==> src/rtl/uart_pkg.sv <==
// Shared constants, field layouts and types of the UART transmit/receive timing block.
package uart_pkg;

  // Register byte offsets on the APB bus.
  localparam logic [7:0] OFS_DATA = 8'h00;
  localparam logic [7:0] OFS_STATUS = 8'h04;
  localparam logic [7:0] OFS_CTRL = 8'h08;
  localparam logic [7:0] OFS_BAUD = 8'h0c;
  localparam logic [7:0] OFS_MASK = 8'h10;

  // Bit positions inside the status register.
  localparam int unsigned ST_OVR = 0;
  localparam int unsigned ST_FRM = 1;
  localparam int unsigned ST_PAR = 2;
  localparam int unsigned ST_BRK = 3;
  localparam int unsigned ST_MODEM = 4;
  localparam int unsigned ST_TC = 5;
  localparam int unsigned ST_TX_BUFFER_EMPTY_FLAG = 6;
  localparam int unsigned ST_RDY = 7;

  // Sequencing points, each the index (from zero) of the baud clock or bit it names.
  localparam logic [2:0] ARM_EMPTY_IDX = 3'h3;
  localparam logic [2:0] ARM_START_IDX = 3'h4;
  localparam logic [3:0] TK_SAMPLE_IDX = 4'h7;
  localparam logic [3:0] TK_FLAG_IDX = 4'ha;
  localparam logic [3:0] TK_LATCH_IDX = 4'hb;
  localparam logic [3:0] TK_MOVE_IDX = 4'he;
  localparam logic [3:0] TK_LAST_IDX = 4'hf;
  localparam logic [3:0] LAST_BIT_PAR = 4'ha;
  localparam logic [3:0] LAST_BIT_NOPAR = 4'h9;

  // Control register layout, most significant field first.
  typedef struct packed {
    logic dtr;
    logic rts;
    logic parity_en;
    logic modem_irq_enable;
    logic irq_global_enable;
  } ctrl_t;

  // Baud select register layout.
  typedef struct packed {
    logic clk_out_sel;
    logic [6:0] divisor;
  } baud_sel_t;

  // Pins that arrive from outside the clock domain.
  typedef struct packed {
    logic serial_in;
    logic cts_n;
    logic dsr_n;
    logic osc_input;
  } pins_t;

  // Reset values.
  localparam ctrl_t CTRL_RST = 5'h00;
  localparam baud_sel_t BAUD_RST = 8'h01;
  localparam logic [5:0] MASK_RST = 6'h3f;
  localparam pins_t PINS_RST = 4'he;

  typedef enum logic [1:0] {
    TX_IDLE = 2'h0,
    TX_ARM = 2'h1,
    TX_SHIFT = 2'h3
  } tx_state_t;

  typedef enum logic [1:0] {
    RX_IDLE = 2'h0,
    RX_START = 2'h1,
    RX_DATA = 2'h3,
    RX_STOP = 2'h2
  } rx_state_t;

endpackage

==> src/rtl/baud_gen.sv <==
// Baud generator: divides the system clock into the 16x baud clock and its tick.
module baud_gen #(
  parameter int DIV_W = 7
) (
  // Clock and reset
  input wire logic clk,
  input wire logic rst_n,
  // Programmed divide ratio, zero acts as one
  input wire logic [DIV_W-1:0] divisor,
  // One-cycle pulse at each falling edge of the baud clock
  output logic tick,
  output logic baud_clk
);

  logic [DIV_W-1:0] cnt_q;
  logic [DIV_W-1:0] cnt_d;
  logic [DIV_W-1:0] div_eff;

  // A divide ratio of one gives a tick on every clock cycle.
  // A count left above a newly lowered ratio wraps at once rather than running round.
  always_comb begin
    div_eff = (divisor == '0) ? DIV_W'(1) : divisor;
    tick = (cnt_q >= DIV_W'(div_eff - DIV_W'(1)));
    cnt_d = tick ? '0 : DIV_W'(cnt_q + DIV_W'(1));
  end

  // Counter and clock level; the level falls in the cycle the tick fires.
  // At divide by one the level cannot toggle at clock rate and stays high.
  always_ff @(posedge clk or negedge rst_n) begin
    if (!rst_n) begin
      cnt_q <= '0;
      baud_clk <= 1'b0;
    end else begin
      cnt_q <= cnt_d;
      baud_clk <= (cnt_d >= (div_eff >> 1));
    end
  end
endmodule

==> src/rtl/sync2.sv <==
// Two-flop synchroniser for signals that arrive from outside the clock domain.
module sync2 #(
  parameter int WIDTH = 1,
  parameter logic [WIDTH-1:0] RST_VAL = '0
) (
  // Clock and reset
  input wire logic clk,
  input wire logic rst_n,
  // Data
  input wire logic [WIDTH-1:0] d,
  output logic [WIDTH-1:0] q
);

  logic [WIDTH-1:0] meta_q;

  // The first stage feeds only the second stage, never any logic.
  always_ff @(posedge clk or negedge rst_n) begin
    if (!rst_n) begin
      meta_q <= RST_VAL;
      q <= RST_VAL;
    end else begin
      meta_q <= d;
      q <= meta_q;
    end
  end

endmodule

==> src/rtl/uart_tx_rx_flag_timing.sv <==
// UART transmit/receive sequencing, flags, interrupt and APB register file.
// Function
// - Clock out: input clock or 16x clock
// - Sequencing counted in 16x baud clocks
// - Empty shifter: output starts fifth tick
// - Busy: next character after 16th stop tick
// - Empty shifter: buffer empty at fourth tick
// - Busy: buffer empty at 15th stop tick
// - Status bit six follows buffer empty
// - CTS high withholds; release counts four/five
// - Transmit complete at 11th stop tick
// - Receive error flags at 11th tick
// - Data ready at 11th tick, bit seven
// - CTS/DSR change sets modem flag
// - RTS/DTR update on control write
// - Divide by one: 16x clock output stays high
//
// Design decisions made here: the APB slave port and the register offsets.
module uart_tx_rx_flag_timing
  import uart_pkg::*;
(
  // APB slave
  input wire logic pclk,
  input wire logic presetn,
  input wire logic psel,
  input wire logic penable,
  input wire logic pwrite,
  input wire logic [7:0] paddr,
  input wire logic [31:0] pwdata,
  output logic [31:0] prdata,
  output logic pready,
  output logic pslverr,
  // Serial line and modem pins
  input wire logic serial_in,
  output logic serial_out,
  input wire logic cts_n,
  input wire logic dsr_n,
  output logic rts_n,
  output logic dtr_n,
  // Oscillator input and clock output
  input wire logic osc_input,
  output logic clock_out_pin,
  // Interrupt
  output logic irq_out
);

  pins_t pins_raw;
  pins_t pins_s;
  logic tick;
  logic baud_clk;
  logic cts_ok;
  logic access, wr_done, rd_done, addr_ok;
  logic tx_wr, rx_rd, st_wr, ctrl_wr;
  logic pready_q, pslverr_q, serial_out_q, rts_n_q, dtr_n_q, clk_out_q, irq_out_q;
  logic [31:0] prdata_q;
  logic [31:0] rd_mux;
  ctrl_t ctrl_q;
  baud_sel_t baud_q;
  logic [5:0] mask_q;
  logic [5:0] stat_q;
  logic [5:0] ev;
  logic [5:0] clr;
  logic [1:0] modem_prev_q;
  logic modem_chg;
  tx_state_t tx_state_q;
  logic [7:0] hold_q;
  logic hold_full_q, chain_q, tx_last, tx_move, tc_set;
  logic [2:0] arm_cnt_q;
  logic [3:0] tx_tk_q, tx_idx_q;
  logic [10:0] shift_q;
  rx_state_t rx_state_q;
  logic [3:0] rx_tk_q, rx_idx_q;
  logic [8:0] rx_sh_q;
  logic stop_ok_q, rx_done, rx_ready_q;
  logic [7:0] rx_buf_q;
  logic [7:0] rx_data;
  logic [3:0] rx_err;
  logic irq_d;

  // Builds a frame, start bit first: start, data, even parity if enabled, stop.
  function automatic logic [10:0] make_frame(input logic [7:0] d, input logic pe);
    make_frame = pe ? {1'b1, ^d, d, 1'b0} : {2'h3, d, 1'b0};
  endfunction

  // Every pin from outside passes two flops before the logic sees it.
  assign pins_raw = '{serial_in: serial_in, cts_n: cts_n, dsr_n: dsr_n, osc_input: osc_input};
  sync2 #(.WIDTH($bits(pins_t)), .RST_VAL(PINS_RST)) u_sync (
    .clk(pclk),
    .rst_n(presetn),
    .d(pins_raw),
    .q(pins_s)
  );

  baud_gen #(.DIV_W(7)) u_baud (
    .clk(pclk),
    .rst_n(presetn),
    .divisor(baud_q.divisor),
    .tick(tick),
    .baud_clk(baud_clk)
  );

  assign cts_ok = !pins_s.cts_n;

  // Ports are driven straight from their flops.
  assign prdata = prdata_q;
  assign pready = pready_q;
  assign pslverr = pslverr_q;
  assign serial_out = serial_out_q;
  assign rts_n = rts_n_q;
  assign dtr_n = dtr_n_q;
  assign clock_out_pin = clk_out_q;
  assign irq_out = irq_out_q;

  // Bus decode; every access takes one wait state, so side effects land on one edge.
  always_comb begin
    access = psel && penable;
    wr_done = access && pready_q && pwrite;
    rd_done = access && pready_q && !pwrite;
    addr_ok = (paddr == OFS_DATA) || (paddr == OFS_STATUS) || (paddr == OFS_CTRL) ||
              (paddr == OFS_BAUD) || (paddr == OFS_MASK);
    tx_wr = wr_done && (paddr == OFS_DATA);
    rx_rd = rd_done && (paddr == OFS_DATA);
    st_wr = wr_done && (paddr == OFS_STATUS);
    ctrl_wr = wr_done && (paddr == OFS_CTRL);
  end

  // Read data; status bits six and seven show the live buffer levels.
  // live status bits
  always_comb begin
    unique case (paddr)
      OFS_DATA: rd_mux = {24'h000000, rx_buf_q};
      OFS_STATUS: rd_mux = {24'h000000, rx_ready_q, !hold_full_q, stat_q};
      OFS_CTRL: rd_mux = {27'h0, ctrl_q};
      OFS_BAUD: rd_mux = {24'h000000, baud_q};
      OFS_MASK: rd_mux = {26'h0, mask_q};
      default: rd_mux = 32'h00000000;
    endcase
  end

  // APB answer: data and error are captured in the wait cycle and held to the end.
  always_ff @(posedge pclk or negedge presetn) begin
    if (!presetn) begin
      pready_q <= 1'b0;
      prdata_q <= 32'h00000000;
      pslverr_q <= 1'b0;
    end else begin
      pready_q <= access && !pready_q;
      if (access && !pready_q) begin
        prdata_q <= pwrite ? 32'h00000000 : rd_mux;
        pslverr_q <= !addr_ok;
      end
    end
  end

  // Configuration registers; modem outputs move on the completing write edge.
  always_ff @(posedge pclk or negedge presetn) begin
    if (!presetn) begin
      ctrl_q <= CTRL_RST;
      baud_q <= BAUD_RST;
      mask_q <= MASK_RST;
      rts_n_q <= 1'b1;
      dtr_n_q <= 1'b1;
    end else begin
      if (ctrl_wr) begin
        ctrl_q <= ctrl_t'(pwdata[4:0]);
        rts_n_q <= !pwdata[3];
        dtr_n_q <= !pwdata[4];
      end
      if (wr_done && paddr == OFS_BAUD) baud_q <= baud_sel_t'(pwdata[7:0]);
      if (wr_done && paddr == OFS_MASK) mask_q <= pwdata[5:0];
    end
  end

  always_ff @(posedge pclk or negedge presetn) begin
    if (!presetn) clk_out_q <= 1'b0;
    else clk_out_q <= baud_q.clk_out_sel ? baud_clk : pins_s.osc_input;
  end

  assign tx_last = (tx_idx_q == (ctrl_q.parity_en ? LAST_BIT_PAR : LAST_BIT_NOPAR));

  // Holding buffer moves into the shifter on the fourth tick when idle, or on the
  // 15th tick of the last stop bit when a character is chained.
  always_comb begin
    tx_move = (tx_state_q == TX_ARM && tick && arm_cnt_q == ARM_EMPTY_IDX) ||
              (tx_state_q == TX_SHIFT && tick && tx_last && tx_tk_q == TK_MOVE_IDX && chain_q);
    tc_set = tx_state_q == TX_SHIFT && tick && tx_last && tx_tk_q == TK_FLAG_IDX && !hold_full_q;
  end

  // Holding buffer; a write in the cycle of a move wins and keeps the buffer full.
  always_ff @(posedge pclk or negedge presetn) begin
    if (!presetn) begin
      hold_q <= 8'h00;
      hold_full_q <= 1'b0;
    end else begin
      if (tx_move) hold_full_q <= 1'b0;
      if (tx_wr) begin
        hold_q <= pwdata[7:0];
        hold_full_q <= 1'b1;
      end
    end
  end

  // Transmit sequencer. CTS is checked only when leaving idle and at the 12th
  // tick of the last stop bit, so a frame already started always completes.
  always_ff @(posedge pclk or negedge presetn) begin
    if (!presetn) begin
      tx_state_q <= TX_IDLE;
      arm_cnt_q <= 3'h0;
      tx_tk_q <= 4'h0;
      tx_idx_q <= 4'h0;
      shift_q <= 11'h7ff;
      chain_q <= 1'b0;
      serial_out_q <= 1'b1;
    end else begin
      unique case (tx_state_q)
        TX_IDLE: begin
          arm_cnt_q <= 3'h0;
          if (hold_full_q && cts_ok) tx_state_q <= TX_ARM;
        end
        TX_ARM: begin
          if (tick) begin
            arm_cnt_q <= 3'(arm_cnt_q + 3'h1);
            if (arm_cnt_q == ARM_EMPTY_IDX) shift_q <= make_frame(hold_q, ctrl_q.parity_en);
            if (arm_cnt_q == ARM_START_IDX) begin
              serial_out_q <= shift_q[0];
              tx_tk_q <= 4'h0;
              tx_idx_q <= 4'h0;
              chain_q <= 1'b0;
              tx_state_q <= TX_SHIFT;
            end
          end
        end
        TX_SHIFT: begin
          if (tick) begin
            tx_tk_q <= 4'(tx_tk_q + 4'h1);
            if (tx_last && tx_tk_q == TK_LATCH_IDX) chain_q <= hold_full_q && cts_ok;
            if (tx_last && tx_tk_q == TK_MOVE_IDX && chain_q) begin
              shift_q <= make_frame(hold_q, ctrl_q.parity_en);
            end
            if (tx_tk_q == TK_LAST_IDX) begin
              if (!tx_last) begin
                serial_out_q <= shift_q[1];
                shift_q <= {1'b1, shift_q[10:1]};
                tx_idx_q <= 4'(tx_idx_q + 4'h1);
              end else if (chain_q) begin
                serial_out_q <= shift_q[0];
                tx_idx_q <= 4'h0;
                chain_q <= 1'b0;
              end else begin
                tx_state_q <= TX_IDLE;
              end
            end
          end
        end
        default: tx_state_q <= TX_IDLE;
      endcase
    end
  end

  // Receive data and error decode from the shifted bits.
  always_comb begin
    rx_data = ctrl_q.parity_en ? rx_sh_q[7:0] : rx_sh_q[8:1];
    rx_done = rx_state_q == RX_STOP && tick && rx_tk_q == TK_FLAG_IDX;
    rx_err[ST_OVR] = rx_ready_q;
    rx_err[ST_FRM] = !stop_ok_q;
    rx_err[ST_PAR] = ctrl_q.parity_en && (^rx_sh_q);
    rx_err[ST_BRK] = !stop_ok_q && (rx_data == 8'h00) && !(ctrl_q.parity_en && rx_sh_q[8]);
  end

  // Receive sequencer; bits are sampled at mid-bit, flags land at the 11th stop tick.
  always_ff @(posedge pclk or negedge presetn) begin
    if (!presetn) begin
      rx_state_q <= RX_IDLE;
      rx_tk_q <= 4'h0;
      rx_idx_q <= 4'h0;
      rx_sh_q <= 9'h000;
      stop_ok_q <= 1'b1;
    end else begin
      unique case (rx_state_q)
        RX_IDLE: begin
          rx_tk_q <= 4'h0;
          if (tick && !pins_s.serial_in) rx_state_q <= RX_START;
        end
        RX_START: begin
          if (tick) begin
            rx_tk_q <= 4'(rx_tk_q + 4'h1);
            // A start bit that is high again at mid-bit was a glitch.
            if (rx_tk_q == TK_SAMPLE_IDX && pins_s.serial_in) rx_state_q <= RX_IDLE;
            else if (rx_tk_q == TK_LAST_IDX) begin
              rx_idx_q <= 4'h0;
              rx_state_q <= RX_DATA;
            end
          end
        end
        RX_DATA: begin
          if (tick) begin
            rx_tk_q <= 4'(rx_tk_q + 4'h1);
            if (rx_tk_q == TK_SAMPLE_IDX) rx_sh_q <= {pins_s.serial_in, rx_sh_q[8:1]};
            if (rx_tk_q == TK_LAST_IDX) begin
              rx_idx_q <= 4'(rx_idx_q + 4'h1);
              if (rx_idx_q == (ctrl_q.parity_en ? 4'h8 : 4'h7)) rx_state_q <= RX_STOP;
            end
          end
        end
        RX_STOP: begin
          if (tick) begin
            rx_tk_q <= 4'(rx_tk_q + 4'h1);
            if (rx_tk_q == TK_SAMPLE_IDX) stop_ok_q <= pins_s.serial_in;
            if (rx_tk_q == TK_FLAG_IDX) rx_state_q <= RX_IDLE;
          end
        end
      endcase
    end
  end

  // Receive buffer and data-ready flag; a new character wins over a read.
  always_ff @(posedge pclk or negedge presetn) begin
    if (!presetn) begin
      rx_buf_q <= 8'h00;
      rx_ready_q <= 1'b0;
    end else begin
      if (rx_rd) rx_ready_q <= 1'b0;
      if (rx_done) begin
        rx_buf_q <= rx_data;
        rx_ready_q <= 1'b1;
      end
    end
  end

  // Modem input change detect on the synchronised levels.
  always_ff @(posedge pclk or negedge presetn) begin
    if (!presetn) modem_prev_q <= 2'h3;
    else modem_prev_q <= {pins_s.cts_n, pins_s.dsr_n};
  end
  assign modem_chg = (modem_prev_q != {pins_s.cts_n, pins_s.dsr_n});

  // Sticky event bits; they set regardless of enables and clear on write-one.
  // Reading the receive buffer also clears the receive errors so the line drops.
  always_comb begin
    ev = {tc_set, modem_chg, rx_done ? rx_err : 4'h0};
    clr = (st_wr ? pwdata[5:0] : 6'h00) | (rx_rd ? 6'h0f : 6'h00);
  end

  always_ff @(posedge pclk or negedge presetn) begin
    if (!presetn) stat_q <= 6'h00;
    else stat_q <= (stat_q & ~clr) | ev;
  end

  always_comb begin
    irq_d = ctrl_q.irq_global_enable &&
            ((|(stat_q[ST_BRK:ST_OVR] & mask_q[ST_BRK:ST_OVR])) ||
             (stat_q[ST_TC] && mask_q[ST_TC]) ||
             (stat_q[ST_MODEM] && mask_q[ST_MODEM] && ctrl_q.modem_irq_enable));
  end

  always_ff @(posedge pclk or negedge presetn) begin
    if (!presetn) irq_out_q <= 1'b0;
    else irq_out_q <= irq_d;
  end
endmodule

==> config.mk <==
export PLATFORM = sky130hd
export DESIGN_NAME = uart_tx_rx_flag_timing
export DESIGN_NICKNAME = d
export VERILOG_FILES = /design/src/rtl/uart_pkg.sv /design/src/rtl/baud_gen.sv /design/src/rtl/sync2.sv /design/src/rtl/uart_tx_rx_flag_timing.sv
export SDC_FILE = /design/constraint.sdc
export NUM_CORES = 1
export LEC_CHECK = 0
export BUFFER_PORTS_ARGS = -buffer_cell sky130_fd_sc_hd__buf_2
export CORE_MARGIN = 2
export CORE_UTILIZATION = 60
export CTS_CLUSTER_SIZE = 28
export DETAILED_ROUTE_END_ITERATION = 10
export GPL_TIMING_DRIVEN = 0
export HOLD_SLACK_MARGIN = 0.15
export PLACE_DENSITY = 0.83
export SLEW_MARGIN = 5
export SYNTH_ARGS = -nofsm -noshare
export SYNTH_HDL_FRONTEND = slang
export SYNTH_SLANG_ARGS = --single-unit
export TNS_END_PERCENT = 100
==> constraint.sdc <==
create_clock -name pclk -period 6.8 [get_ports pclk]
set_input_delay 0 -clock pclk [delete_from_list [all_inputs] [get_ports pclk]]
set_output_delay 0 -clock pclk [all_outputs]
set_load 0.05 [all_outputs]
# Word-level counts from Yosys, hierarchy flattened
# Cells that the tools add are included.
[op_classes]
n_addsub = 7
magnitude_cmp = 2
n_eq_ne = 41
mux = 75
bitwise_logic = 5
reduce_logical = 75
[op_table]
columns = ["operator", "n"]
rows = [
  ["2-to-1 mux 11 bit", 6],
  ["2-to-1 mux 4 bit", 16],
  ["case mux 8 bit (5 select lines)", 1],
  ["logical AND 1 bit", 35],
  ["2-to-1 mux 2 bit", 17],
  ["2-to-1 mux 32 bit", 1],
  ["case mux 4 bit (2 select lines)", 4],
  ["inequality test 2 bit, second input constant", 13],
  ["equality test 4 bit, second input constant", 6],
  ["case mux 11 bit (2 select lines)", 1],
  ["2-to-1 mux 1 bit", 18],
  ["adder 4 x 1 -> 4 bit, second input constant", 4],
  ["equality test 8 x 4 -> 1 bit, second input constant", 2],
  ["logical NOT 8 bit", 2],
  ["2-to-1 mux 7 bit", 2],
  ["AND reduction 6 bit", 2],
  ["logical NOT 1 bit", 10],
  ["2-to-1 mux 10 bit", 1],
  ["inequality test 2 x 1 -> 1 bit, second input constant", 5],
  ["nonzero test 2 bit", 5],
  ["XOR reduction 9 bit", 1],
  ["equality test 4 bit", 2],
  ["equality test 8 x 3 -> 1 bit, second input constant", 1],
  ["equality test 8 x 5 -> 1 bit, second input constant", 1],
  ["35 further kinds", 49],
]
[word_totals]
ff_bits = 145
in_bits = 49
out_inout_bits = 39
word_cells = 242

# Depth between registers and ports, before layout
[logic_depth]
word_depth = 11
depth_mapped = 18
mapped_depth_nobuf = 17

# Hierarchy
# From an unflattened synthesis, not the netlist that was laid out.
[hier_totals]
cells_unflattened = 603
hier_area_um2 = 6467.5
[modules_own_cells]
columns = ["module", "instances", "cells_per_inst", "area_each_um2", "seq_area_each_um2"]
rows = [
  ["uart_tx_rx_flag_timing", 1, 514, 5530.3, 2657.5],
  ["baud_gen", 1, 81, 729.4, 200.2],
  ["sync2", 1, 8, 207.7, 207.7],
]

# Worst setup path after synthesis
# OpenSTA, ideal clock, no wires.
[synth_path]
kind = "register -> register"
from = "reg baud_q[1] (netlist name)"
to = "reg u_baud.baud_clk"
setup_ns = 0.133
t_arrival_ns = 3.832
required_ns = 6.667
setup_slack_ns = 2.835
stages_incl_launch_ff = 18
path_buffers = 1
period_less_slack_ns = 3.965
path_cell_list = "dfrtp_1 -> nor4_1 -> a31oi_1 -> ha_1 -> nand3_1 -> xnor2_1 -> ha_1 -> a21o_1 -> a21o_1 -> a221oi_4 -> clkbuf_1 -> nand2_1 -> ha_1 -> nand2b_1 -> a2111oi_0 -> nor3_1 -> o2111ai_1 -> nand4bb_1"
[synth_between]
elab_chain_len = 6
[synth_lines]
columns = ["item", "line", "source"]
rows = [
  ["start, declared", "uart_tx_rx_flag_timing.sv:58", "baud_sel_t baud_q;"],
  ["start signal, assigned", "uart_tx_rx_flag_timing.sv:169", "if (wr_done && paddr == OFS_BAUD) baud_q <= baud_sel_t'(pwdata[7:0]);"],
  ["logical NOT 7 bit", "baud_gen.sv:22", "div_eff = (divisor == '0) ? DIV_W'(1) : divisor;"],
  ["2-to-1 mux 7 bit *", "baud_gen.sv:22", ""],
  ["subtractor 7 x 1 -> 7 bit", "baud_gen.sv:23", "tick = (cnt_q >= DIV_W'(div_eff - DIV_W'(1)));"],
  [">= comparator 7 bit", "baud_gen.sv:23", ""],
  ["2-to-1 mux 7 bit", "baud_gen.sv:24", "cnt_d = tick ? '0 : DIV_W'(cnt_q + DIV_W'(1));"],
  [">= comparator 7 x 6 -> 1 bit *", "baud_gen.sv:35", "baud_clk <= (cnt_d >= (div_eff >> 1));"],
  ["end signal, assigned", "baud_gen.sv:35", ""],
  ["end, declared", "baud_gen.sv:12", "output logic baud_clk"],
]
# Mark *: on every way between the ends. The rest lies on a longest branch, timed or not.
# A chain may end at the register's enable or synchronous reset.

# Final worst setup path
# Ends and elaborated chain as after synthesis.

==> out/results.ini <==
[route]
wl_per_cell_um = 18.8
dr.pass1.iters = 7
via_per_inst = 6.08
drc = 0
wl_um = 16400
initialDrtViolationCount = 477
vias = 5295
ant_nets = 0

[pwr]
power_w = 0.00219
peakVddDrop_v = 0.000222
p_switching_w = 0.000588
power_leakage_nw = 3.66
p_comb_share_pct = 15.4
p_sw_share_pct = 26.8
powerDensity_mw_per_mm2 = 274
pwr-share-clk_pct = 46.3
p_int_w = 0.00161
seq_power_share_pct = 38.3

[cells_and_area]
syn2layout_area_growth_pct = 25.0
num_antenna_cells = 0
layout.nets = 794
fin_cells = 871
nFillCells = 576
register_area_mm2 = 0.00307
design_area_mm2 = 0.00800
layout_common_cells = 91 x dfrtp_1, 46 x nand2_1, 43 x buf_2
final_common_cell = dfrtp_1
multiInputGateArea_mm2 = 0.00302
layout-drive-gt1-share_pct = 26.0
postLayoutCoreUtil_pct = 77.5

[critical_path]
critPathMaxFanout = 10
cp-start-kind = flip-flop
r2r_cells = 17
cp.required_ns = 7.19
crit_type = reg -> reg
endpoint_kind = flip-flop
cp.arrival_ns = 5.36

[sta]
finalCriticalPeriod_ns = 4.97
fin_worst_skew_ns = 0.00960
fmax_mhz = 201
rsz0062_at_grt = false
fin_crit_sh_pct = 73.0
slew_viol_final = 0
setup_viol = 0
max_slew_margin_pct = 44.5
fin_tns_setup_ns = 0
finalHoldViolations = 0
tightest_slew_ns = 0.826

[clocking]
cts_tree = yes
clkTransAtPathRegs_ns = 0.06
cts_setup_buffers = 0
clk-insertion-delay-late_ns = 0.53
postCtsResizedCells = 0
cts-root-buf = clkbuf_8
cts_buffer_depth = 2
cts_hold_buffers = 43
cts.sinks = 121
cts_buffers = 17
htreeDepth = 4

[logic_synthesis]
synth_seq_cells = 121
synth_top_family_by_area = compound AO/OA/AOI/OAI gates
yosysUniqueCellTypes = 67
yosysWarnings = 0
synth_compound_area_share_pct = 15.2
synth_edf_count = 0
yosysSeqAreaShare_pct = 47.9
synthAdderAreaFrac_pct = 4.50
synth-xor-area-share_pct = 3.70
async_flop_share_pct = 100
synth_cells = 597
muxShareOfSynthArea_pct = 9.27
syn_avg_cell_area_um2 = 10.7
yosys.area_share.simple_pct = 13.1
synth.cell_area_mm2 = 0.00640
synthFlopType = dfrtp_1

[global_route]
grt_first_pass_wirelength_um = 26600
grt.overflow.total = 0
grt_max_degree = 75
track_usage_pct = 30.1
first_global_vias = 5370
antenna_found_initial = 0

[placed_design]
gp_congestion = 0.921
dp_hpwl_um = 9980
dp_cells = 796
placedInstanceArea_mm2 = 0.00688
io_buffers = 39

[floorplan]
rows = 37
die_x_um = 107
floorplan.initialDensity_pct = 62.0
dieArea_mm2 = 0.0115
io_pins = 88
core_area_mm2 = 0.0103
die_y_um = 107

[job]
maxCapViolCount = 0

[worst_hold_path]
holdPathStages = 3
hold_class = in -> reg

[status]
outcome = finished clean

Yosys cell counts (6+ instances only):
library cell,instances,area [µm²]
nor2_1,32,120
o21ai_0,31,155
nand3_1,20,100
nand2_1,46,173
mux2i_1,12,120
ha_1,23,288
a22o_1,24,210
clkbuf_1,15,56.3
and3_1,7,43.8
or3_1,9,56.3
xnor2_1,25,219
a21oi_1,6,30.0
nor3_1,14,70.1
buf_4,24,180
o22ai_1,7,43.8
a22oi_1,12,90.1
dfrtp_1,91,2280
inv_1,28,105
mux2_2,40,450
dfstp_2,30,788
layer usage:
| layer | GRT usage (%) | vias up | routed length, µm |
|---|---|---|---|
| met3 | 6.90 | 55 | 1130 |
| li1 | - | 2379 | - |
| met5 | 0 | - | 0 |
| met2 | 50.3 | 269 | 8100 |
| met4 | 14.2 | 0 | 577 |
| met1 | 37.0 | 2592 | 6610 |
worst max-delay path, stage by stage, from the launching register on:
cell and delay [ns]:
dfrtp_1 0.45, nor4_1 0.34, a31oi_1 0.21, ha_1 0.25, nand3_1 0.12, xnor2_1 0.15
ha_1 0.27, a21o_1 0.19, a21o_1 0.21, a221oi_4 0.54, clkbuf_1 0.46, nand2_1 0.14
ha_1 0.29, nand2b_1 0.15, a2111oi_0 0.49, nor3_1 0.17, o2111ai_1 0.26, nand4bb_1 0.15
cell type report:
type                    instances  share of cell area (%)
inverters                      30                    1.41
flip-flops and latches        121                    38.3
multi-input cells             422                    37.7
clock buffers                  18                    5.35
well taps                     136                    2.13
plain buffers                  47                    3.60
repair buffers                 83                    8.37
clock inverters                14                    3.08
power by group through the flow:
stage / sequential (W) / clock, W / combinational, W
CTS: 0.000838 / 0.00102 / 0.000332
finish: 0.000841 / 0.00102 / 0.000338
detailed placement: 0.000848 / 0 / 0.000311
global placement: 0.000845 / 0 / 0.000296
global route: 0.000848 / 0.00106 / 0.000367
floorplan: 0.000837 / 0 / 0.000230
stage by stage:
step                setup slack, ns  hold slack [ns]
global placement               2.19            0.105
detailed placement             2.01          -0.0428
finish                         1.83            0.324
global route                   1.44            0.312
floorplan                      2.84           -0.296
CTS                            1.88            0.298
path summary, 6_finish.rpt:
kind | start | to | slack (ns)
max in group asynchronous | presetn | shift_q[2] | 5.72
setup / recovery | baud_q[1] | u_baud.baud_clk | 1.83
hold reg to reg | u_sync.meta_q[3] | u_sync.q[3] | 0.35
setup reg to reg | baud_q[1] | u_baud.baud_clk | 1.83
min in group asynchronous | presetn | mask_q[3] | 0.66
hold / removal | pwdata[7] | baud_q[7] | 0.32
logic make-up (layout without fill, tap and decap cells):
kind of cell | count (synthesis) | after routing
AO/OA/AOI/OAI | 128 | 128
XOR/XNOR | 27 | 27
adder cells (fa/ha/maj) | 23 | 23
buffers and inverters | 77 | 192
flip-flops | 121 | 121
multiplexers | 54 | 54
other | 1 | 24
AND/OR/NAND/NOR | 166 | 166
state kept, by name, indices dropped and copies added (netlist names), 4 cells and up:
register       flops
shift_q           11
rx_sh_q            9
baud_q             8
hold_q             8
prdata             8
rx_buf_q           8
u_baud.cnt_q       7
mask_q             6
stat_q             6
ctrl_q             5
rx_idx_q           4
rx_tk_q            4
tx_idx_q           4
tx_tk_q            4
u_sync.meta_q      4
u_sync.q           4
Note: power is estimated with default switching activity, not from simulation.
